[src/vrc_pkg.sv]
package vrc_pkg;
   // geometry
   localparam int ROW_W = 9;
   localparam int COL_W = 9;
   localparam int DQ_W = 16;
   localparam int ROW_COUNT = 512;
   // software port offsets
   localparam logic [3:0] OFF_CMD = 4'h0;
   localparam logic [3:0] OFF_ADDR = 4'h1;
   localparam logic [3:0] OFF_WDATA = 4'h2;
   localparam logic [3:0] OFF_STATUS = 4'h3;
   localparam logic [3:0] OFF_RDATA = 4'h4;
   localparam logic [3:0] OFF_CTRL = 4'h5;
   // command codes
   localparam logic [2:0] CMD_READ = 3'h0;
   localparam logic [2:0] CMD_WRITE = 3'h1;
   localparam logic [2:0] CMD_ROW_REFRESH = 3'h2;
   localparam logic [2:0] CMD_CBR = 3'h3;
   localparam logic [2:0] CMD_CBR_KEEP = 3'h4;
   localparam logic [2:0] CMD_CBR_STOP = 3'h5;
   localparam logic [2:0] CMD_MASK_LOAD = 3'h6;
   localparam logic [2:0] CMD_COLOR_LOAD = 3'h7;
   // ctrl field positions and reset
   localparam int CTRL_AUTO_REF_BIT = 0;
   localparam int CTRL_STOP_MODE_BIT = 1;
   localparam int CTRL_RETRACE_CBR_BIT = 2;
   localparam logic [2:0] CTRL_RESET = 3'h1;
   // timing
   localparam int CLK_MHZ = 100;
   localparam int POWERUP_US = 100;
   localparam int POWERUP_CYC = POWERUP_US * CLK_MHZ;
   localparam int INIT_CBR_COUNT = 8;
   localparam int REFRESH_WINDOW_MS = 32;
   // rows per window; interval rounded down so rate is met
   localparam int REFRESH_CYC = (REFRESH_WINDOW_MS * 1000 * CLK_MHZ) / ROW_COUNT;
   localparam int PHASE_NS = 30;
   localparam int PHASE_CYC = (PHASE_NS * CLK_MHZ + 999) / 1000;
   localparam int STOP_ADDR_MAX = 127;

   typedef struct packed {
      logic row_enable_n;
      logic lower_byte_column_strobe_n;
      logic upper_byte_column_strobe_n;
      logic lower_store_strobe_n;
      logic upper_store_strobe_n;
      logic output_gate_n;
      logic special_function_select;
   } vrc_strobes_t;
endpackage

[src/vrc_ctrl.sv]
// Operation
// - wait 100us, then eight column-first refreshes
// - 512 refreshes every 32 ms
// - row-only refresh: row enable only, column high
// - column-first, select low: counter row refresh
// - half-depth emulation uses stop address at most 127; stop refreshes here drive no stop address, addr_pins keep their last value
// - one column-first refresh after each retrace
// - reissue stop refresh after column-first; else keep-modes
// - read: row, column, gate low, store high
// - split write transfer waits after last bit; this controller issues no transfer cycles
`timescale 1ns/1ps
module vrc_ctrl #(
   parameter int POWERUP_CYCLES = vrc_pkg::POWERUP_CYC,
   parameter int REFRESH_CYCLES = vrc_pkg::REFRESH_CYC
) (
   // clock and reset
   input wire logic clock,
   input wire logic rstn,
   input wire logic clk_en,
   // software port
   input wire logic [3:0] sw_addr,
   input wire logic [31:0] sw_wdata,
   input wire logic sw_wr,
   input wire logic sw_rd,
   output logic [31:0] sw_rdata,
   // display timing
   input wire logic vretrace,
   // device pins
   output vrc_pkg::vrc_strobes_t strobes,
   output logic [8:0] addr_pins,
   input wire logic [15:0] dq_in,
   output logic [15:0] dq_out,
   output logic dq_oe_n
);
   typedef enum {ST_POWERUP, ST_IDLE, ST_PRE, ST_PH1, ST_PH2, ST_PH3, ST_DONE} vrc_state_t;
   vrc_state_t state_q;
   logic [2:0] op_q;
   logic [1:0] lanes_q;
   logic [17:0] addr_q;
   logic [15:0] wdata_q, rdata_q;
   logic [2:0] ctrl_q;
   logic busy_q, init_done_q, cmd_pend_q, auto_q, stop_req_q, retrace_d1_q, retrace_pend_q;
   logic [3:0] init_cnt_q;
   logic [16:0] wait_q;
   logic [23:0] ref_tmr_q;
   logic [3:0] ph_q;
   logic [31:0] sw_rdata_q;
   vrc_pkg::vrc_strobes_t pins_q;
   logic [8:0] apin_q;
   logic [15:0] dqo_q;
   logic dqoe_n_q;

   wire wr_cmd = sw_wr && sw_addr == vrc_pkg::OFF_CMD;
   wire ref_due = ref_tmr_q >= 24'(REFRESH_CYCLES - 1);
   wire retrace_rise = vretrace && !retrace_d1_q;
   wire ph_done = ph_q == 4'(vrc_pkg::PHASE_CYC - 1);
   wire is_cbr_kind = op_q == vrc_pkg::CMD_CBR || op_q == vrc_pkg::CMD_CBR_KEEP || op_q == vrc_pkg::CMD_CBR_STOP;
   wire is_wr_kind = op_q == vrc_pkg::CMD_WRITE || op_q == vrc_pkg::CMD_MASK_LOAD || op_q == vrc_pkg::CMD_COLOR_LOAD;
   wire is_special = op_q == vrc_pkg::CMD_MASK_LOAD || op_q == vrc_pkg::CMD_COLOR_LOAD;
   wire [2:0] auto_op = retrace_pend_q ? vrc_pkg::CMD_CBR :
                        stop_req_q ? vrc_pkg::CMD_CBR_STOP :
                        vrc_pkg::CMD_CBR_KEEP;
   wire start_auto = init_done_q && (ref_due || stop_req_q || retrace_pend_q) && ctrl_q[vrc_pkg::CTRL_AUTO_REF_BIT];
   wire [31:0] status_w = {27'h0, init_done_q, cmd_pend_q, busy_q, init_cnt_q == 4'h0, 1'b0};
   wire [31:0] rd_mux = sw_addr == vrc_pkg::OFF_STATUS ? status_w :
                        sw_addr == vrc_pkg::OFF_RDATA ? {16'h0, rdata_q} :
                        sw_addr == vrc_pkg::OFF_CTRL ? {29'h0, ctrl_q} :
                        sw_addr == vrc_pkg::OFF_ADDR ? {14'h0, addr_q} : 32'h0;

   assign sw_rdata = sw_rdata_q;
   assign strobes = pins_q;
   assign addr_pins = apin_q;
   assign dq_out = dqo_q;
   assign dq_oe_n = dqoe_n_q;

   always_ff @(posedge clock) begin
      if (!rstn) begin
         sw_rdata_q <= 32'h0;
         ctrl_q <= vrc_pkg::CTRL_RESET;
         addr_q <= 18'h0;
         wdata_q <= 16'h0;
      end else if (clk_en) begin
         sw_rdata_q <= sw_rd ? rd_mux : 32'h0;
         if (sw_wr && sw_addr == vrc_pkg::OFF_CTRL) ctrl_q <= sw_wdata[2:0];
         if (sw_wr && sw_addr == vrc_pkg::OFF_ADDR) addr_q <= sw_wdata[17:0];
         if (sw_wr && sw_addr == vrc_pkg::OFF_WDATA) wdata_q <= sw_wdata[15:0];
      end
   end

   // pending software command, held until the sequencer is idle and starts no auto refresh
   logic [2:0] pend_op_q;
   logic [1:0] pend_lanes_q;
   always_ff @(posedge clock) begin
      if (!rstn) begin
         cmd_pend_q <= 1'b0;
         pend_op_q <= 3'h0;
         pend_lanes_q <= 2'h0;
         retrace_d1_q <= 1'b0;
         retrace_pend_q <= 1'b0;
         ref_tmr_q <= 24'h0;
      end else if (clk_en) begin
         retrace_d1_q <= vretrace;
         if (wr_cmd && !cmd_pend_q) begin
            cmd_pend_q <= 1'b1;
            pend_op_q <= sw_wdata[2:0];
            pend_lanes_q <= sw_wdata[5:4];
         end else if (state_q == ST_IDLE && !start_auto && cmd_pend_q) begin
            cmd_pend_q <= 1'b0;
         end
         // set wins over clear
         if (retrace_rise && ctrl_q[vrc_pkg::CTRL_RETRACE_CBR_BIT]) retrace_pend_q <= 1'b1;
         else if (state_q == ST_IDLE && start_auto && auto_op == vrc_pkg::CMD_CBR) retrace_pend_q <= 1'b0;
         if (state_q == ST_IDLE && start_auto) ref_tmr_q <= 24'h0;
         else if (!ref_due) ref_tmr_q <= ref_tmr_q + 24'h1;
      end
   end

   always_ff @(posedge clock) begin
      if (!rstn) begin
         state_q <= ST_POWERUP;
         wait_q <= 17'h0;
         init_cnt_q <= 4'(vrc_pkg::INIT_CBR_COUNT);
         init_done_q <= 1'b0;
         busy_q <= 1'b1;
         stop_req_q <= 1'b0;
         op_q <= vrc_pkg::CMD_CBR;
         lanes_q <= 2'h0;
         ph_q <= 4'h0;
         rdata_q <= 16'h0;
         pins_q <= '{1'b1, 1'b1, 1'b1, 1'b1, 1'b1, 1'b1, 1'b0};
         apin_q <= 9'h0;
         dqo_q <= 16'h0;
         dqoe_n_q <= 1'b1;
      end else if (clk_en) begin
         ph_q <= ph_done ? 4'h0 : ph_q + 4'h1;
         case (state_q)
            ST_POWERUP: begin
               if (wait_q == 17'(POWERUP_CYCLES - 1)) state_q <= ST_IDLE;
               else wait_q <= wait_q + 17'h1;
            end
            ST_IDLE: begin
               ph_q <= 4'h0;
               busy_q <= 1'b0;
               if (!init_done_q) begin
                  op_q <= vrc_pkg::CMD_CBR;
                  state_q <= ST_PRE;
                  busy_q <= 1'b1;
               end else if (start_auto) begin
                  op_q <= auto_op;
                  lanes_q <= 2'h3;
                  state_q <= ST_PRE;
                  busy_q <= 1'b1;
               end else if (cmd_pend_q) begin
                  op_q <= pend_op_q;
                  lanes_q <= pend_lanes_q;
                  state_q <= ST_PRE;
                  busy_q <= 1'b1;
               end
            end
            ST_PRE: begin
               if (is_cbr_kind) begin
                  pins_q.lower_byte_column_strobe_n <= 1'b0;
                  pins_q.upper_byte_column_strobe_n <= 1'b0;
                  pins_q.lower_store_strobe_n <= op_q != vrc_pkg::CMD_CBR_STOP;
                  pins_q.upper_store_strobe_n <= op_q != vrc_pkg::CMD_CBR_STOP;
                  pins_q.special_function_select <= op_q != vrc_pkg::CMD_CBR;
               end else begin
                  apin_q <= addr_q[17:9];
                  pins_q.special_function_select <= is_special;
                  // early write: store strobes low before row falls selects lanes
                  pins_q.lower_store_strobe_n <= !(is_wr_kind && lanes_q[0]);
                  pins_q.upper_store_strobe_n <= !(is_wr_kind && lanes_q[1]);
               end
               if (ph_done) state_q <= ST_PH1;
            end
            ST_PH1: begin
               pins_q.row_enable_n <= 1'b0;
               if (ph_done) state_q <= ST_PH2;
            end
            ST_PH2: begin
               pins_q.special_function_select <= 1'b0;
               if (!is_cbr_kind && op_q != vrc_pkg::CMD_ROW_REFRESH) begin
                  apin_q <= addr_q[8:0];
                  pins_q.lower_byte_column_strobe_n <= !lanes_q[0];
                  pins_q.upper_byte_column_strobe_n <= !lanes_q[1];
                  if (op_q == vrc_pkg::CMD_READ) pins_q.output_gate_n <= 1'b0;
                  if (is_wr_kind) begin
                     dqo_q <= wdata_q;
                     dqoe_n_q <= 1'b0;
                  end
               end
               if (ph_done) state_q <= ST_PH3;
            end
            ST_PH3: begin
               // sample after access time, before gate releases
               if (ph_done) begin
                  if (op_q == vrc_pkg::CMD_READ) rdata_q <= dq_in;
                  state_q <= ST_DONE;
               end
            end
            ST_DONE: begin
               // release all strobes, the gate and the data drivers together in the same cycle
               // full release phase gives recovery before any following cycle
               pins_q <= '{1'b1, 1'b1, 1'b1, 1'b1, 1'b1, 1'b1, 1'b0};
               dqoe_n_q <= 1'b1;
               if (ph_done) begin
                  state_q <= ST_IDLE;
                  if (!init_done_q) begin
                     init_cnt_q <= init_cnt_q - 4'h1;
                     if (init_cnt_q == 4'h1) init_done_q <= 1'b1;
                  end
                  // a plain column-first wipes stop mode; restore it
                  if (op_q == vrc_pkg::CMD_CBR) stop_req_q <= ctrl_q[vrc_pkg::CTRL_STOP_MODE_BIT];
                  else if (op_q == vrc_pkg::CMD_CBR_STOP) stop_req_q <= 1'b0;
               end
            end
            default: state_q <= ST_IDLE;
         endcase
      end
   end
endmodule

[config.mk]
export PLATFORM = sky130hd
export DESIGN_NAME = vrc_ctrl
export DESIGN_NICKNAME = d
export VERILOG_FILES = /design/src/vrc_pkg.sv /design/src/vrc_ctrl.sv
export SDC_FILE = /design/constraint.sdc
export NUM_CORES = 1
export LEC_CHECK = 0
export BUFFER_PORTS_ARGS = -buffer_cell sky130_fd_sc_hd__buf_2
export CORE_MARGIN = 2
export CORE_UTILIZATION = 52
export DETAILED_ROUTE_END_ITERATION = 16
export GPL_TIMING_DRIVEN = 0
export HOLD_SLACK_MARGIN = 0.12
export PLACE_DENSITY = 0.86
export RECOVER_POWER = 50
export SLEW_MARGIN = 25
export SYNTH_ARGS = -nofsm -noshare
export SYNTH_HDL_FRONTEND = slang
export SYNTH_SLANG_ARGS = --single-unit
[constraint.sdc]
create_clock -name clock -period 2.1 [get_ports clock]
set_input_delay 0.105 -clock clock [delete_from_list [all_inputs] [get_ports clock]]
set_output_delay 0.105 -clock clock [all_outputs]
set_load 0.05 [all_outputs]
==> flow_metrics.py, run 1 <==
metrics = {
    "global_routing": {
        "first_global_vias": 7484,
        "grt_max_degree": 18,
        "gr-usage-all-layers_pct": 28.7,
        "grt_pass1_wl_um": 37900,
        "antenna_found_initial": 0,
        "grt-ovfl-total": 0,
    },
    "layout": {
        "final_nets": 1184,
        "drive_gt1_share_pct": 15.3,
        "area_growth_pct": 25.3,
        "stdcell_area_mm2": 0.0103,
    },
    "run": {
        "cap_violations": 0,
    },
    "route": {
        "vias": 8166,
        "vias_per_cell": 6.06,
        "first_pass_iters": 7,
        "drcViolationCount": 0,
        "antenna_left": 0,
        "wl_um": 25200,
        "drt_iter0_drc": 1056,
        "wl_per_cell_um": 18.7,
    },
    "setup_path": {
        "cp-end-kind": "flip-flop",
        "worst_setup_path_start_kind": "flip-flop",
        "arrival_ns": 2.58,
        "cp_common_cell": "mux2i_1",
        "crit_chain": "inv_4 -> ha_4 -> or3b_4 -> a211o_4 -> a21oi_4 -> mux2i_1 -> mux2i_1",
        "crit_family": "compound AO/OA/AOI/OAI gates",
        "required_ns": 2.46,
        "crit_type": "flip-flop to flip-flop",
        "slowest_delay_ns": 0.40,
        "crit_slowest_cell": "or3b_4",
        "critPathMaxFanout": 5,
        "worst-path-buf-inv": 1,
    },
    "clock_network": {
        "clockBufferDepth": 2,
        "clk_pin_slew_ns": 0.07,
        "h-tree-depth": 4,
        "clock_sinks": 172,
        "ctsRootBufferMaster": "clkbuf_16",
        "cts_tree": "built",
        "clk_latency_ns": 0.44,
        "cts_buffers": 17,
    },
    "timing": {
        "clock.fmax_mhz": 450,
        "tightest_slew_ns": 0.930,
        "post-route-period-util_pct": 106,
        "period_needed_ns": 2.22,
        "slew_violations": 0,
        "setup_ws_ns": -0.121,
        "max_slew_margin_pct": 37.5,
        "hold_viol_final": 0,
        "setup_viol": 13,
        "rsz0062_at_grt": "yes",
        "fin_skew_ns": 0.0125,
    },
    "synth": {
        "synth.distinct_cells": 84,
        "syn_area_per_cell_um2": 8.75,
        "synth-edff-count": 0,
        "synth.most_common_cell": "dfxtp_1",
        "synth.top_cell.area_share_pct": 41.7,
        "postSynth.asyncResetShare_pct": 0,
        "ys_top_cells_by_area": "dfxtp_1 42%, nand2_1 6.2%, mux2i_1 5.0%, a21boi_0 3.3%, nand3_1 3.2%",
        "synth_largest_area_cell": "dfxtp_1",
        "syn_area_mm2": 0.00825,
        "ys.warnings.count": 0,
        "synth_ff_type": "dfxtp_1",
        "synth_cells": 943,
        "yosysSeqAreaShare_pct": 41.7,
        "synth_common_cells": "172 x dfxtp_1, 137 x nand2_1, 52 x nand3_1, 47 x clkbuf_1, 41 x mux2i_1",
        "synth-seq-cells": 172,
    },
    "floorplan": {
        "ioPinCount": 123,
        "num_rows": 46,
        "dieArea_mm2": 0.0169,
        "die_y_um": 130,
        "core_mm2": 0.0157,
        "start_util_pct": 52.5,
        "die_x_um": 130,
    },
    "min_path": {
        "hp-class": "input port to flip-flop",
    },
    "power_and_ir_drop": {
        "p_per_area_mw_per_mm2": 689,
        "irDropWorstVdd_mv": 0.632,
        "leakage_nw": 3.86,
    },
    "place": {
        "place_worst_setup_slack_ns": -0.249,
        "placed_cell_area_mm2": 0.00904,
        "io_buffers": 91,
        "dp_hpwl_um": 16000,
        "gp_congestion": 0.964,
    },
    "outcome": {
        "violations": "negative setup slack",
        "status": "complete, but fails checks",
    },
}
==> final cells by class <==
class / instances / area (µm²)
Antenna cell: 1 / 2.50
Buffer: 71 / 369
Clock buffer: 18 / 439
Clock inverter: 14 / 176
Fill cell: 1199 / 5380
Inverter: 18 / 72.6
Multi-Input combinational cell: 691 / 4650
Sequential cell: 172 / 3450
Tap cell: 216 / 270
Timing Repair Buffer: 146 / 910
==> worst register-to-register path, cell delays in order (launching register included) <==
cell	delay, ns
dfxtp_2	0.35
inv_4	0.05
ha_4	0.14
or3b_4	0.40
a211o_4	0.40
a21oi_4	0.28
mux2i_1	0.28
mux2i_1	0.24
==> cell usage in the layout, fill, tap and decap left out, drive strengths merged, types with 7 or more instances in the layout <==
cell type and count:
nor2b 38, nand2 137, o211ai 7, xnor2 10
dfxtp 172, nand2b 7, a22oi 14, nand4 11
dlygate4sd3 37, and2 36, o211a 10, mux2i 41
nor3 13, nor2 35, o2bb2ai 14, nor4 10
buf 78, a21boi 62, nand3 52, clkbuf 120
o21ai 38, conb 14, inv 23, a21oi 14
a211oi 10, and3 12, ha 9
==> report_power, final <==
part / internal (mW) / switching [mW] / leakage, nW / total [mW]
Clock: 1.83 / 1.47 / 0.301 / 3.30
Sequential: 3.28 / 0.0251 / 1.39 / 3.31
Combinational: 0.201 / 0.314 / 2.17 / 0.515
Total: 5.31 / 1.81 / 3.86 / 7.12
==> cells by family after synthesis <==
family,synth area share [%]
AO/OA/AOI/OAI,20.2
adder cells (fa/ha/maj),1.36
flip-flops,41.7
AND/OR/NAND/NOR,24.7
buffers and inverters,5.10
XOR/XNOR,1.59
multiplexers,5.25
other,0.0455
==> layer usage <==
| metal | up-vias | track usage (%) | wire, µm |
|---|---|---|---|
| met2 | 537 | 44.1 | 11400 |
| met3 | 122 | 6.60 | 2370 |
| met5 | - | 0 | 0 |
| met4 | 0 | 15.6 | 1160 |
| li1 | 3682 | - | - |
| met1 | 3825 | 37.4 | 10300 |
==> repair_timing <==
| action | CTS | global route |
|---|---|---|
| hold endpoints to repair | 61 | 0 |
| cloned | 1 | 0 |
| pin swaps | 8 | 34 |
| hold buffers | 37 | 0 |
| resized for setup | 24 | 50 |
| setup endpoints to repair | 54 | 81 |
| buffers inserted | 9 | 8 |
==> state kept, by name (all words and copies together) (netlist names), 4 cells and up <==
register / flops
dq_out: 16
sw_rdata: 18
ph_q: 4
rdata_q: 16
wait_q: 17
addr_pins: 9
wdata_q: 16
strobes: 7
addr_q: 18
ref_tmr_q: 24
init_cnt_q: 4
==> through the flow <==
stage	power, mW	utilization [%]	TNS (ns)	cells	hold WS, ns
CTS	7.09	64.7	-0.265	1339	0.229
global route	7.29	65.8	-2.17	1346	0.276
floorplan	3.65	-	0	956	0.240
detailed placement	3.79	57.5	-7.64	1263	0.355
global placement	3.78	57.5	-5.39	1263	0.355
finish	7.12	65.8	-0.486	1347	0.260
==> worst paths after layout <==
check                 end  cells past startpoint         start  slack [ns]
max          ref_tmr_q[5]                      7  ref_tmr_q[1]       -0.12
min           sw_rdata[4]                      5    sw_addr[0]        0.26
max reg2reg  ref_tmr_q[5]                      7  ref_tmr_q[1]       -0.12
min reg2reg    wdata_q[8]                      2    wdata_q[8]        0.47
No activity file was read; power rests on OpenSTA's default activity.
==> run 2: changes to the inputs <==
==> constraint.sdc (replaced) <==
create_clock -name clock -period 2.1 [get_ports clock]
set_input_delay 0.315 -clock clock [delete_from_list [all_inputs] [get_ports clock]]
set_output_delay 0.315 -clock clock [all_outputs]
set_load 0.05 [all_outputs]
==> flow_metrics.py, run 2 (synthesized netlist as in run 1, its figures left out) <==
metrics = {
    "outcome": {
        "status": "complete, but fails checks",
        "violations": "negative setup slack",
    },
    "floorplan": {
        "die_y_um": 130,
        "core_mm2": 0.0157,
        "ioPinCount": 123,
        "start_util_pct": 52.5,
        "dieArea_mm2": 0.0169,
        "num_rows": 46,
        "die_x_um": 130,
    },
    "global_routing": {
        "grt_pass1_wl_um": 36100,
        "grt-ovfl-total": 0,
        "grt_max_degree": 18,
        "first_global_vias": 7115,
        "antenna_found_initial": 0,
        "gr-usage-all-layers_pct": 27.2,
    },
    "setup_path": {
        "arrival_ns": 2.57,
        "cp_common_cell": "mux2i_1",
        "required_ns": 2.47,
        "crit_type": "flip-flop to flip-flop",
        "cp-end-kind": "flip-flop",
        "r2r_cells": 7,
        "slowest_delay_ns": 0.40,
        "worst_setup_path_start_kind": "flip-flop",
        "critPathMaxFanout": 5,
        "crit_chain": "inv_4 -> ha_4 -> or3b_4 -> a211o_4 -> a21oi_4 -> mux2i_1 -> mux2i_1",
        "r2r-end": "ref_tmr_q[2]",
        "crit_slowest_cell": "or3b_4",
        "rr_startpoint": "ref_tmr_q[1]",
        "r2r_slack_ns": -0.10,
    },
    "timing": {
        "setup_ws_ns": -0.104,
        "fin_skew_ns": 0.0138,
        "period_needed_ns": 2.20,
        "slew_violations": 0,
        "hold_viol_final": 0,
        "setup_viol": 13,
        "max_slew_margin_pct": 45.7,
        "post-route-period-util_pct": 105,
        "tightest_slew_ns": 0.815,
        "clock.fmax_mhz": 454,
        "rsz0062_at_grt": "yes",
        "tns_ns": -0.610,
    },
    "power_and_ir_drop": {
        "p_sw_share_pct": 25.2,
        "irDropWorstVdd_mv": 0.625,
        "p_sw_mw": 1.78,
        "pwr-share-seq_pct": 46.8,
        "clkPwrFrac_pct": 46.5,
        "p_int_mw": 5.28,
        "p_total_mw": 7.06,
        "pwr-share-comb_pct": 6.7,
        "leakage_nw": 3.97,
        "p_per_area_mw_per_mm2": 694,
    },
    "place": {
        "gp_congestion": 0.964,
        "placed_cell_area_mm2": 0.00904,
        "io_buffers": 91,
        "dp_hpwl_um": 16000,
    },
    "layout": {
        "regMostFlops": "ref_tmr_q",
        "area_growth_pct": 23.3,
        "final_common_cell": "dfxtp_1",
        "final_nets": 1158,
        "mostFrequentLayoutCells": "169 x dfxtp_1, 137 x nand2_1, 93 x buf_2",
        "drive_gt1_share_pct": 20.7,
        "fin_util_pct": 64.7,
        "largest_reg_flops": 24,
        "nFillCells": 1206,
        "stdcell_area_mm2": 0.0102,
    },
    "route": {
        "antenna_left": 0,
        "vias": 7860,
        "wl_per_cell_um": 18.1,
        "drt_iter0_drc": 898,
        "vias_per_cell": 5.95,
        "first_pass_iters": 6,
        "wl_um": 23900,
        "drcViolationCount": 0,
    },
    "clock_network": {
        "cts_tree": "built",
        "cts_buffers": 17,
        "h-tree-depth": 4,
        "clock_sinks": 172,
        "ctsRootBufferMaster": "clkbuf_16",
        "clk_pin_slew_ns": 0.07,
        "clockBufferDepth": 2,
        "clk_latency_ns": 0.44,
    },
    "min_path": {
        "worstHoldStart": "sw_wdata[8]",
        "hold_end": "addr_q[8]",
        "hp-class": "input port to flip-flop",
        "holdPathStages": 3,
    },
    "run": {
        "cap_violations": 0,
    },
}
-- run 2: changes by cell type in the layout (fill, tap and decap cells not counted), moves of 3 or more --
cell,before,now
and2_0,5,1
and2_1,30,34
buf_1,0,3
buf_2,40,93
clkbuf_1,96,39
dlygate4sd3_1,37,11
-- run 2: worst max path at each step --
stage	from	endpoint	slack [ns]	cells past startpoint
after floorplan	ref_tmr_q[1]	lanes_q[0]	0.007	7
after global placement	clk_en	sw_rdata[6]	-0.27	6
after detailed placement	clk_en	sw_rdata[14]	-0.35	6
after CTS	ref_tmr_q[0]	ref_tmr_q[5]	-0.06	7
after global routing	ref_tmr_q[1]	ref_tmr_q[3]	-0.17	8
final	ref_tmr_q[1]	ref_tmr_q[2]	-0.10	7
-- run 2: critical path, delay by kind of cell (launching register included) --
kind	cells	cell delay [ns]
AO/OA/AOI/OAI	2	0.69
adder cells (fa/ha/maj)	1	0.14
buffers and inverters	1	0.05
flip-flops	1	0.35
multiplexers	2	0.49
AND/OR/NAND/NOR	1	0.40
-- run 2: cell type report --
class / count / area, µm² / area share (%)
Tap cell: 216 / 270 / 2.66
Antenna cell: 1 / 2.50 / 0.0246
Timing Repair Buffer: 120 / 719 / 7.07
Inverter: 18 / 72.6 / 0.713
Sequential cell: 172 / 3450 / 33.9
Buffer: 71 / 370 / 3.64
Multi-Input combinational cell: 691 / 4670 / 45.9
Clock inverter: 14 / 176 / 1.73
Clock buffer: 18 / 439 / 4.32
-- run 2: through the flow --
step	hold slack (ns)	instances	setup WS [ns]
after detailed placement	0.441	1263	-0.347
after floorplan	0.430	956	0.00694
after CTS	0.120	1313	-0.0609
after global placement	0.438	1263	-0.275
after global routing	0.132	1320	-0.173
final	0.118	1321	-0.104
-- run 2: metal layers --
layer  vias up  track usage [%]  share of wire (%)
li1       3629                -                  -
met2       453             41.8                 45
met4         0             13.4                3.7
met5         -                0                  0
met3        81             5.74                8.8
met1      3697             36.4                 42
-- run 2: power groups by stage --
stage | clock network, mW | logic [mW] | registers [mW]
after global placement | 0 | 0.399 | 3.38
after CTS | 3.30 | 0.443 | 3.30
final | 3.28 | 0.475 | 3.31
after floorplan | 0 | 0.268 | 3.38
after global routing | 3.42 | 0.504 | 3.31
after detailed placement | 0 | 0.406 | 3.38
-- run 2: what timing repair did --
item	in CTS	in global routing
hold buffers	11	0
gates resized for setup	24	55
setup endpoints to repair	54	90
hold endpoints to repair	11	0
setup buffers	9	8
pin swaps	8	34
gates cloned	1	0
